==> src/verilog/rts_pkg.sv <==
package rts_pkg;

	// System clock
	localparam int SYS_PERIOD_NS = 4;

	// External pin filter: pulses shorter than this are ignored
	localparam int FILT_NS = 200;
	localparam int FILT_CYC = (FILT_NS + SYS_PERIOD_NS - 1) / SYS_PERIOD_NS;
	localparam int FILT_W = $clog2(FILT_CYC + 1);

	// Internal RC oscillator tick period, nominal
	localparam int RC_TICK_NS = 1000;
	// Power-up delay and PLL lock wait, counted in RC ticks
	localparam int POWERUP_DELAY_TIMER_US = 72000;
	localparam int PLL_US = 2000;
	localparam int POWERUP_DELAY_TIMER_CYC = POWERUP_DELAY_TIMER_US * 1000 / RC_TICK_NS;
	localparam int PLL_CYC = PLL_US * 1000 / RC_TICK_NS;
	// Crystal start-up, counted in primary oscillator cycles
	localparam int OST_CYC = 1024;
	localparam int CNT_W = 17;

	// Register map
	localparam int ADDR_W = 4;
	localparam logic [3:0] REG_CAUSE_ADDR = 4'h0;
	localparam logic [3:0] REG_SEQ_ADDR = 4'h1;

	// Reset cause register fields
	localparam int BIT_BOR = 0;
	localparam int BIT_POR = 1;
	localparam int BIT_PD = 2;
	localparam int BIT_TO = 3;
	localparam int BIT_RI = 4;
	localparam int BIT_LONG_WRITE_ENABLE = 6;
	localparam int BIT_PRIORITY_ENABLE = 7;
	localparam logic [7:0] CAUSE_RST = 8'h1C;
	localparam logic [7:0] CAUSE_WMASK = 8'hDF;

	// Async input positions in the synchroniser vector
	localparam int AIN_SUP = 0;
	localparam int AIN_PIN = 1;
	localparam int AIN_BO = 2;
	localparam int AIN_RC = 3;
	localparam int AIN_OSC = 4;
	localparam int AIN_N = 5;

	typedef enum logic [2:0] {
		OSC_LP = 3'h0,
		OSC_XT = 3'h1,
		OSC_HS = 3'h2,
		OSC_EC = 3'h3,
		OSC_RC = 3'h4
	} rts_osc_type;

	typedef enum logic [2:0] {
		ST_RUN = 3'h0,
		ST_BROWN = 3'h1,
		ST_POWERUP_DELAY_TIMER = 3'h2,
		ST_OST = 3'h3,
		ST_PLL = 3'h4,
		ST_HOLD = 3'h5,
		ST_POR = 3'h6
	} rts_state_type;

	typedef enum logic [3:0] {
		SRC_NONE = 4'h0,
		SRC_POR = 4'h1,
		SRC_PIN_RUN = 4'h2,
		SRC_PIN_SLEEP = 4'h3,
		SRC_WDT = 4'h4,
		SRC_BOR = 4'h5,
		SRC_INSTR = 4'h6,
		SRC_STK_FULL = 4'h7,
		SRC_STK_UNF = 4'h8,
		SRC_WDT_WAKE = 4'h9,
		SRC_IRQ_WAKE = 4'hA
	} rts_src_type;

endpackage

==> src/verilog/rts_sequencer.sv <==
// The address-and-strobe port and the register offsets were chosen for this implementation.
`timescale 1ns/1ps
`default_nettype none
// Notes on behaviour
// - Eight reset sources are told apart.
// - Plain registers untouched except at power-on.
// - Listed resets load defined reset states.
// - Watchdog wake resumes, leaving registers alone.
// - Short pulses on the reset pin are filtered.
// - Reset pin is never driven by us.
// - Supply-rise pulse starts the time-out chain.
// - Power-up delay on RC clock after power-on/brown-out.
// - Enable bit zero runs delay, one skips it at power-on; brown-out always runs it.
// - Crystal start-up holds 1024 oscillator cycles.
// - Start-up count only crystal modes: power-on, brown-out, wake, oscillator switch.
// - High-speed PLL adds lock wait after start-up.
// - Lock wait also after wake and oscillator switch.
// - Brown-out enable bit gates brown-out reset.
// - Brown-out holds reset, then power-up delay.
// - Brown-out during delay restarts the delay.
// - Order: power-on, delay, start-up; skip inapplicable.
// - Time-outs ignore pin; late release runs at once.
// - Clock and RC modes: delay only at power-up.
// - Cause register bit layout fixed, bit5 reads zero.
// - Each source updates cause flags its own way.
// - Power-on sets three flags, clears two.
// - Reset instruction clears only its flag.
// - Wake clears sleep flag; watchdog wake clears expiry.
// - Pin reset in sleep sets expiry, clears sleep.
module rts_sequencer #(
	parameter int POWERUP_DELAY_TIMER_CYCLES = rts_pkg::POWERUP_DELAY_TIMER_CYC, // RC ticks
	parameter int PLL_CYCLES = rts_pkg::PLL_CYC, // RC ticks
	parameter int OST_CYCLES = rts_pkg::OST_CYC, // Oscillator cycles
	parameter int FILT_CYCLES = rts_pkg::FILT_CYC // System clocks
) (
	input wire logic sys_clk_i, // System clock
	input wire logic arst_n_i, // Async reset
	input wire logic supply_rise_i, // Supply-rise detector, async
	input wire logic external_reset_pin_i, // Reset pin level, async, low active
	output logic external_reset_pin_o, // Reset pin drive value
	output logic external_reset_pin_oe_o, // Reset pin drive enable
	input wire logic brownout_detect_i, // Supply-low detector, async
	input wire logic rc_osc_i, // Internal RC oscillator, async
	input wire logic osc_clk_i, // Primary oscillator input, async
	input wire logic brownout_enable_bit_i, // Config: brown-out on
	input wire logic powerup_delay_enable_i, // Config: 0 runs delay
	input wire logic pll_enable_i, // Config: 4x PLL on
	input wire rts_pkg::rts_osc_type osc_mode_i, // Config: oscillator mode
	input wire logic sleep_i, // Core is sleeping
	input wire logic watchdog_expire_i, // Watchdog expiry pulse
	input wire logic reset_instr_i, // Reset instruction pulse
	input wire logic stack_full_i, // Stack full reset pulse
	input wire logic stack_underflow_i, // Stack underflow reset pulse
	input wire logic irq_wake_i, // Interrupt wake pulse
	input wire logic osc_switch_i, // Switch to primary oscillator pulse
	input wire logic [rts_pkg::ADDR_W-1:0] addr_i, // Register address
	input wire logic [7:0] wdata_i, // Write data
	input wire logic wr_i, // Write strobe
	input wire logic rd_i, // Read strobe
	output logic [7:0] rdata_o, // Read data, cycle after strobe
	output logic chip_reset_o, // Device held in reset
	output logic core_hold_o, // Core stalled (reset or wake wait)
	output logic load_defaults_o, // Pulse: load defined reset states
	output logic resume_next_o, // Pulse: wake done in crystal modes (after start-up wait), resume
	output rts_pkg::rts_src_type reset_source_o // Last reset or wake source
);
	import rts_pkg::*;

	// Two-flop synchronisers, then an edge flop fed from stage two only
	logic [AIN_N-1:0] sync1;
	logic [AIN_N-1:0] sync2;
	logic [AIN_N-1:0] sync_d;
	wire [AIN_N-1:0] async_in = {osc_clk_i, rc_osc_i, brownout_detect_i,
		external_reset_pin_i, supply_rise_i};

	always_ff @(posedge sys_clk_i or negedge arst_n_i) begin
		if (!arst_n_i) begin
			sync1 <= '0;
			sync2 <= '0;
			sync_d <= '0;
		end else begin
			sync1 <= async_in;
			sync2 <= sync1;
			sync_d <= sync2;
		end
	end

	wire por_pulse = sync2[AIN_SUP] & ~sync_d[AIN_SUP];
	wire rc_tick = sync2[AIN_RC] & ~sync_d[AIN_RC];
	wire osc_tick = sync2[AIN_OSC] & ~sync_d[AIN_OSC];
	wire bo_active = brownout_enable_bit_i & sync2[AIN_BO];

	// Pin filter: level must hold FILT_CYCLES clocks to be accepted
	// Sized from the parameter so a shortened or longer filter still fits
	localparam int FW = $clog2(FILT_CYCLES + 1);
	logic pin_filt;
	logic [FW-1:0] fcnt;
	wire pin_diff = sync2[AIN_PIN] != pin_filt;
	wire filt_commit = pin_diff && (fcnt == FW'(FILT_CYCLES - 1));
	wire pin_fall = filt_commit & ~sync2[AIN_PIN];

	always_ff @(posedge sys_clk_i or negedge arst_n_i) begin
		if (!arst_n_i) begin
			pin_filt <= 1'b0;
			fcnt <= '0;
		end else begin
			if (filt_commit) begin
				pin_filt <= sync2[AIN_PIN];
			end
			fcnt <= (pin_diff && !filt_commit) ? fcnt + 1'b1 : '0;
		end
	end

	// Pin is input only; we never pull it
	always_ff @(posedge sys_clk_i or negedge arst_n_i) begin
		if (!arst_n_i) begin
			external_reset_pin_o <= 1'b0;
			external_reset_pin_oe_o <= 1'b0;
		end else begin
			external_reset_pin_o <= 1'b0;
			external_reset_pin_oe_o <= 1'b0;
		end
	end

	rts_state_type state;
	rts_state_type next_state;
	logic wake_seq;
	logic next_wake_seq;
	logic [CNT_W-1:0] cnt;
	logic [7:0] cause;
	logic [7:0] next_cause;

	wire in_run = state == ST_RUN;
	wire crystal = (osc_mode_i == OSC_LP) || (osc_mode_i == OSC_XT)
		|| (osc_mode_i == OSC_HS);
	wire hs_pll = (osc_mode_i == OSC_HS) && pll_enable_i;
	wire powerup_delay_timer_on = !powerup_delay_enable_i;

	// Source decode, highest priority first
	wire wdt_in = in_run & watchdog_expire_i;
	wire irq_wake = in_run & sleep_i & irq_wake_i;
	rts_src_type src;
	assign src = por_pulse ? SRC_POR :
		(bo_active && state != ST_BROWN) ? SRC_BOR :
		(in_run && pin_fall && sleep_i) ? SRC_PIN_SLEEP :
		(in_run && pin_fall) ? SRC_PIN_RUN :
		(wdt_in && sleep_i) ? SRC_WDT_WAKE :
		wdt_in ? SRC_WDT :
		(in_run && reset_instr_i) ? SRC_INSTR :
		(in_run && stack_full_i) ? SRC_STK_FULL :
		(in_run && stack_underflow_i) ? SRC_STK_UNF :
		irq_wake ? SRC_IRQ_WAKE : SRC_NONE;

	wire is_wake = (src == SRC_WDT_WAKE) || (src == SRC_IRQ_WAKE);
	wire switch_req = in_run && !sleep_i && osc_switch_i && src == SRC_NONE;

	// Stage length and the clock it counts
	wire [CNT_W-1:0] stage_last = (state == ST_POWERUP_DELAY_TIMER) ? CNT_W'(POWERUP_DELAY_TIMER_CYCLES - 1) :
		(state == ST_PLL) ? CNT_W'(PLL_CYCLES - 1) : CNT_W'(OST_CYCLES - 1);
	wire stage_tick = (state == ST_OST) ? osc_tick : rc_tick;
	wire stage_done = stage_tick && (cnt == stage_last);

	// Where each stage goes once it finishes
	wire crystal_pll = crystal & hs_pll;
	rts_state_type after_powerup_delay_timer;
	rts_state_type after_ost;
	rts_state_type after_wait;
	rts_state_type wake_entry;
	assign after_wait = wake_seq ? ST_RUN : ST_HOLD;
	assign after_powerup_delay_timer = crystal ? ST_OST : ST_HOLD;
	assign after_ost = crystal_pll ? ST_PLL : after_wait;
	assign wake_entry = crystal ? ST_OST : ST_RUN;

	always_comb begin
		next_state = state;
		next_wake_seq = wake_seq;
		if (src == SRC_POR) begin
			next_state = ST_POR;
			next_wake_seq = 1'b0;
		end else if (src == SRC_BOR) begin
			next_state = ST_BROWN;
			next_wake_seq = 1'b0;
		end else begin
			case (state)
				ST_POR: begin
					next_state = powerup_delay_timer_on ? ST_POWERUP_DELAY_TIMER : after_powerup_delay_timer;
				end
				ST_BROWN: begin
					if (!bo_active) begin
						next_state = ST_POWERUP_DELAY_TIMER;
					end
				end
				ST_POWERUP_DELAY_TIMER: begin
					if (stage_done) begin
						next_state = after_powerup_delay_timer;
					end
				end
				ST_OST: begin
					if (stage_done) begin
						next_state = after_ost;
					end
				end
				ST_PLL: begin
					if (stage_done) begin
						next_state = after_wait;
					end
				end
				ST_HOLD: begin
					if (pin_filt) begin
						next_state = ST_RUN;
					end
				end
				ST_RUN: begin
					if (src == SRC_PIN_SLEEP) begin
						next_state = wake_entry;
						next_wake_seq = 1'b0;
						if (wake_entry == ST_RUN) begin
							next_state = ST_HOLD;
						end
					end else if (is_wake || switch_req) begin
						next_state = wake_entry;
						next_wake_seq = 1'b1;
					end else if (src != SRC_NONE) begin
						next_state = ST_HOLD;
						next_wake_seq = 1'b0;
					end
				end
				default: begin
					next_state = ST_POR;
					next_wake_seq = 1'b0;
				end
			endcase
		end
	end

	always_ff @(posedge sys_clk_i or negedge arst_n_i) begin
		if (!arst_n_i) begin
			state <= ST_POR;
			wake_seq <= 1'b0;
			cnt <= '0;
		end else begin
			state <= next_state;
			wake_seq <= next_wake_seq;
			// Any stage change, a brown-out included, restarts the count
			if (next_state != state) begin
				cnt <= '0;
			end else if (stage_tick && (state == ST_POWERUP_DELAY_TIMER || state == ST_OST
				|| state == ST_PLL)) begin
				cnt <= cnt + 1'b1;
			end
		end
	end

	// Cause flags: a write lands first, the hardware event wins over it
	wire [7:0] sw_cause = wr_i && addr_i == REG_CAUSE_ADDR ?
		(cause & ~CAUSE_WMASK) | (wdata_i & CAUSE_WMASK) : cause;

	always_comb begin
		next_cause = sw_cause;
		case (src)
			SRC_POR: begin
				next_cause = CAUSE_RST;
			end
			SRC_PIN_RUN: begin
				next_cause[BIT_PRIORITY_ENABLE] = 1'b0;
				next_cause[BIT_LONG_WRITE_ENABLE] = 1'b0;
			end
			SRC_INSTR: begin
				next_cause[BIT_PRIORITY_ENABLE] = 1'b0;
				next_cause[BIT_RI] = 1'b0;
			end
			SRC_STK_FULL, SRC_STK_UNF: begin
				next_cause[BIT_PRIORITY_ENABLE] = 1'b0;
			end
			SRC_PIN_SLEEP: begin
				next_cause[BIT_PRIORITY_ENABLE] = 1'b0;
				next_cause[BIT_LONG_WRITE_ENABLE] = 1'b0;
				next_cause[BIT_TO] = 1'b1;
				next_cause[BIT_PD] = 1'b0;
			end
			SRC_WDT: begin
				next_cause[BIT_PRIORITY_ENABLE] = 1'b0;
				next_cause[BIT_TO] = 1'b0;
				next_cause[BIT_PD] = 1'b1;
			end
			SRC_WDT_WAKE: begin
				next_cause[BIT_TO] = 1'b0;
				next_cause[BIT_PD] = 1'b0;
			end
			SRC_IRQ_WAKE: begin
				next_cause[BIT_TO] = 1'b1;
				next_cause[BIT_PD] = 1'b0;
			end
			SRC_BOR: begin
				next_cause[BIT_PRIORITY_ENABLE] = 1'b0;
				next_cause[BIT_RI] = 1'b1;
				next_cause[BIT_TO] = 1'b1;
				next_cause[BIT_PD] = 1'b1;
				next_cause[BIT_BOR] = 1'b0;
			end
			default: begin
				next_cause = sw_cause;
			end
		endcase
		next_cause[5] = 1'b0;
	end

	// Only defined-state registers are reloaded; plain ones keep contents
	wire default_src = src != SRC_NONE && !is_wake;
	wire wake_done = wake_seq && state != ST_RUN && next_state == ST_RUN;
	wire [7:0] seq_status = {pin_filt, bo_active, wake_seq, chip_reset_o,
		1'b0, state};
	wire [7:0] rd_mux = (addr_i == REG_CAUSE_ADDR) ? cause :
		(addr_i == REG_SEQ_ADDR) ? seq_status : 8'h00;

	always_ff @(posedge sys_clk_i or negedge arst_n_i) begin
		if (!arst_n_i) begin
			cause <= CAUSE_RST;
			chip_reset_o <= 1'b1;
			core_hold_o <= 1'b1;
			load_defaults_o <= 1'b1;
			resume_next_o <= 1'b0;
			reset_source_o <= SRC_POR;
			rdata_o <= 8'h00;
		end else begin
			cause <= next_cause;
			chip_reset_o <= next_state != ST_RUN && !next_wake_seq;
			core_hold_o <= next_state != ST_RUN;
			load_defaults_o <= default_src;
			resume_next_o <= wake_done;
			if (src != SRC_NONE) begin
				reset_source_o <= src;
			end
			rdata_o <= rd_i ? rd_mux : 8'h00;
		end
	end
endmodule
`default_nettype wire
==> config.mk <==
export PLATFORM = sky130hd
export DESIGN_NAME = rts_sequencer
export DESIGN_NICKNAME = d
export VERILOG_FILES = /design/src/verilog/rts_pkg.sv /design/src/verilog/rts_sequencer.sv
export SDC_FILE = /design/constraint.sdc
export NUM_CORES = 1
export LEC_CHECK = 0
export BUFFER_PORTS_ARGS = -buffer_cell sky130_fd_sc_hd__buf_2
export CAP_MARGIN = 20
export CORE_UTILIZATION = 54
export CTS_CLUSTER_DIAMETER = 150
export DETAILED_ROUTE_END_ITERATION = 16
export PLACE_DENSITY = 0.79
export SLEW_MARGIN = 20
export SYNTH_ARGS = -nofsm -noshare
export SYNTH_HDL_FRONTEND = slang
export SYNTH_SLANG_ARGS = --single-unit
==> constraint.sdc <==
create_clock -name sys_clk_i -period 2.9 [get_ports sys_clk_i]
set_input_delay 0.435 -clock sys_clk_i [delete_from_list [all_inputs] [get_ports sys_clk_i]]
set_output_delay 0.435 -clock sys_clk_i [all_outputs]
set_load 0.005 [all_outputs]
==> flow_summary.json <==
{
  "outcome": "finished clean",
  "initial_antenna_violation_count": 0,
  "starting_density_of_the_core_pct": 55.7,
  "boundaryPins": 52,
  "post_cts_hold_buffer_count": 0,
  "critical_path_required_ns": 3.15,
  "routed_wire_length_per_instance_um": 15.5,
  "port_buffers": 48,
  "synthArstFlopShare_pct": 100,
  "timing.max_slew.rel_slack_pct": 50.7,
  "core_box_area_um2": 6350,
  "fp.dieH_um": 83.0,
  "global_route.overflow_total": 0,
  "cts_max_path_bufs": 2,
  "ys_ff_latch": 64,
  "report.final.hold_viol_count": 0,
  "drt-total-wl_um": 7720,
  "routed-via-count": 2865,
  "setup_ws_ns": 0.0417,
  "grt_max_degree": 34,
  "synth-edff-count": 0,
  "area_delta_synth_final_pct": 19.0,
  "drt_pre_antenna_iters": 4,
  "yosys.area.top_type_share_pct": 38.9,
  "peakVddDrop_v": 0.000602,
  "final.fill_count": 484,
  "synthesis.area_per_instance_um2": 10.1,
  "final.period_utilization_pct": 98.6,
  "worst-slew-pin-transition_ns": 0.740,
  "vias_in_the_first_global_route": 2843,
  "cp_max_fo": 17,
  "setup_violations": 0,
  "tritoncts": "yes",
  "finClkSkew_ns": 0.0125,
  "cts_max_level": 3,
  "power_per_cell_area_nw_per_um2": 705,
  "post_synth_main_area_contributors": "sky130_fd_sc_hd__dfrtp_1 39%, sky130_fd_sc_hd__dfstp_2 6.7%, sky130_fd_sc_hd__mux2i_1 4.5%",
  "grt_util_all_layers_pct": 23.8,
  "ant_nets": 0,
  "ys_types": 71,
  "crit_path_start": "cnt[1]",
  "final-seq-area_um2": 1610,
  "synthesis.area_um2": 3540,
  "arrival_time_of_the_worst_setup_path_ns": 3.11,
  "drt_drc_violations_left": 0,
  "synth-warning-count": 0,
  "die-width_um": 83.0,
  "clock_transition_time_at_the_flip_flop_clock_pins_of_the_worst_setup_and_hold_paths_ns": 0.08,
  "ys_seq_area_share_pct": 45.6,
  "power_uw": 2970,
  "grt_pass1_wl_um": 13100,
  "stdcell_count": 497,
  "finish.net_count": 452,
  "static-leakage-power_uw": 0.00190,
  "ctsRootBufferMaster": "sky130_fd_sc_hd__clkbuf_8",
  "regToRegStartpoint": "cnt[1]",
  "totalNegativeSetupSlack_ns": 0,
  "critPathCaptureType": "flop",
  "netlist_instances": 352,
  "placementRows": 29,
  "dp_hpwl_um": 5650,
  "clock_sinks": 64,
  "routability_cong": 0.919,
  "synth_top_cell_by_area": "sky130_fd_sc_hd__dfrtp_1",
  "min_path_type": "primary input to asynchronous set/reset pin",
  "area_occupied_by_multi_input_gates_um2": 1830,
  "cp-start-kind": "flop",
  "cap_viol_max_count": 0,
  "critical_path_class": "flop to flop",
  "rsz0062_at_grt": "true",
  "place_worst_setup_slack_ns": -0.0706,
  "maxSlewViolCount": 0,
  "fmax_mhz": 350,
  "insertion_delay_ns": 0.35,
  "synth_flop_cell": "sky130_fd_sc_hd__dfrtp_1",
  "cts_inserted_buffers": 9,
  "design.die.area_um2": 6880,
  "avgViaCountPerCell": 5.76,
  "drtIter0Drc": 236,
  "post-place-cells": 477,
  "count_of_inserted_antenna_diode_cells": 0,
  "layout_min_cycle_time_ns": 2.86,
  "post_route_cells_drive_above_1_share_pct": 31.4
}
[cell type report]
class                      instances  area share [%]
inverter                          10           0.891
sequential                        64            38.3
timing repair buffer              69            10.3
clock buffer                       9            2.94
multi-input combinational        261            43.5
tap                               77            2.29
clock inverter                     7            1.72
[stage by stage]
stage | area, um2 | util (%) | hold WS, ns
floorplan | 3540 | - | 0.139
global placement | 3920 | 61.7 | 0.332
detailed placement | 3920 | 61.7 | 0.335
CTS | 4140 | 65.2 | 0.159
global route | 4210 | 66.3 | 0.181
finish | 4210 | 66.3 | 0.139
[path summary, 6_finish.rpt]
path	to	slack (ns)	cells past startpoint
setup / recovery	cnt[0]	0.04	10
min in group sys_clk_i	sync1[3]	0.19	1
max in group asynchronous	state[2]	2.06	2
hold / removal	cnt[8]	0.14	1
setup reg to reg	cnt[0]	0.04	10
hold reg to reg	sync2[0]	0.35	0
[Yosys cell counts (3+ instances only)]
library cell and n:
sky130_fd_sc_hd__nand3_1 11, sky130_fd_sc_hd__nand2b_1 6, sky130_fd_sc_hd__a2111oi_0 3, sky130_fd_sc_hd__mux2_2 3, sky130_fd_sc_hd__a21oi_1 9, sky130_fd_sc_hd__mux2i_1 16, sky130_fd_sc_hd__nor2b_1 10, sky130_fd_sc_hd__nor2_1 38
sky130_fd_sc_hd__buf_4 3, sky130_fd_sc_hd__nor3_2 11, sky130_fd_sc_hd__nor3b_1 4, sky130_fd_sc_hd__xor2_1 14, sky130_fd_sc_hd__a21o_1 5, sky130_fd_sc_hd__o31a_1 3, sky130_fd_sc_hd__o21ai_0 10, sky130_fd_sc_hd__o21ai_1 3
sky130_fd_sc_hd__and2_1 4, sky130_fd_sc_hd__dfrtp_1 55, sky130_fd_sc_hd__nor3_1 13, sky130_fd_sc_hd__inv_1 10, sky130_fd_sc_hd__ha_1 3, sky130_fd_sc_hd__xnor2_1 7, sky130_fd_sc_hd__o211ai_1 3, sky130_fd_sc_hd__dfstp_2 9
sky130_fd_sc_hd__clkbuf_1 9, sky130_fd_sc_hd__nand2_1 26, sky130_fd_sc_hd__nand4_1 8
[kinds of logic (layout without fill, tap and decap cells)]
family                   Yosys count  in the layout  share of synthesized area, %
other                              1              2                         0.106
adder cells (fa/ha/maj)            3              3                          1.06
flip-flops                        64             64                          45.6
XOR/XNOR                          21             21                          5.20
buffers and inverters             28             95                          4.24
AND/OR/NAND/NOR                  155            155                          25.1
AO/OA/AOI/OAI                     61             61                          13.2
multiplexers                      19             19                          5.48
[flip-flops by register name, indices dropped and copies added (netlist names)]
register,count
sync2,5
chip_reset_o,1
wake_seq,1
resume_next_o,1
cnt,17
state,3
load_defaults_o,1
cause,7
sync_d,3
core_hold_o,1
fcnt,6
sync1,5
rdata_o,8
pin_filt,1
reset_source_o,4
[cells in the final DEF (no fill, tap or decap), drive strengths merged, types with 4 or more instances in the layout]
cell | synthesis | final
nand3 | 12 | 12
or3 | 4 | 4
o21ai | 13 | 13
a21o | 5 | 5
clkbuf | 9 | 9
nand2b | 6 | 6
and2 | 4 | 4
nand4 | 8 | 8
a21oi | 10 | 10
inv | 10 | 10
nor2 | 38 | 38
nand2 | 27 | 27
mux2i | 16 | 16
nor3 | 24 | 24
nor3b | 5 | 5
clkinv | 0 | 4
dfrtp | 55 | 55
xor2 | 14 | 14
xnor2 | 7 | 7
buf | 9 | 69
nor2b | 10 | 10
dfstp | 9 | 9
[worst max-delay path, cell delays in order (launching register included)]
cell	delay, ns
sky130_fd_sc_hd__dfrtp_1	0.37
sky130_fd_sc_hd__ha_2	0.20
sky130_fd_sc_hd__nand3_2	0.09
sky130_fd_sc_hd__or4_4	0.51
sky130_fd_sc_hd__or3_4	0.40
sky130_fd_sc_hd__buf_4	0.15
sky130_fd_sc_hd__o311ai_4	0.29
sky130_fd_sc_hd__a21oi_2	0.11
sky130_fd_sc_hd__a22o_1	0.27
sky130_fd_sc_hd__buf_12	0.17
sky130_fd_sc_hd__nor3_1	0.19
[power breakdown]
group          switching (uW)  leakage (uW)  internal [uW]
Clock                     359     0.0000952            396
Sequential               63.5      0.000826           1000
Combinational             675      0.000974            471
[timing repair]
item,in CTS,in global routing
pin swaps,1,1
setup buffers,2,2
endpoints found under the setup margin,16,18
resized for setup,0,11
[per-layer routing]
metal,up-vias,track usage (%),wire (um)
met5,-,0,0
met2,96,37.9,3650
met3,13,4.47,472
li1,1385,-,-
met1,1371,32.2,3440
met4,0,9.25,153
Power figures use the tool's default switching activity.
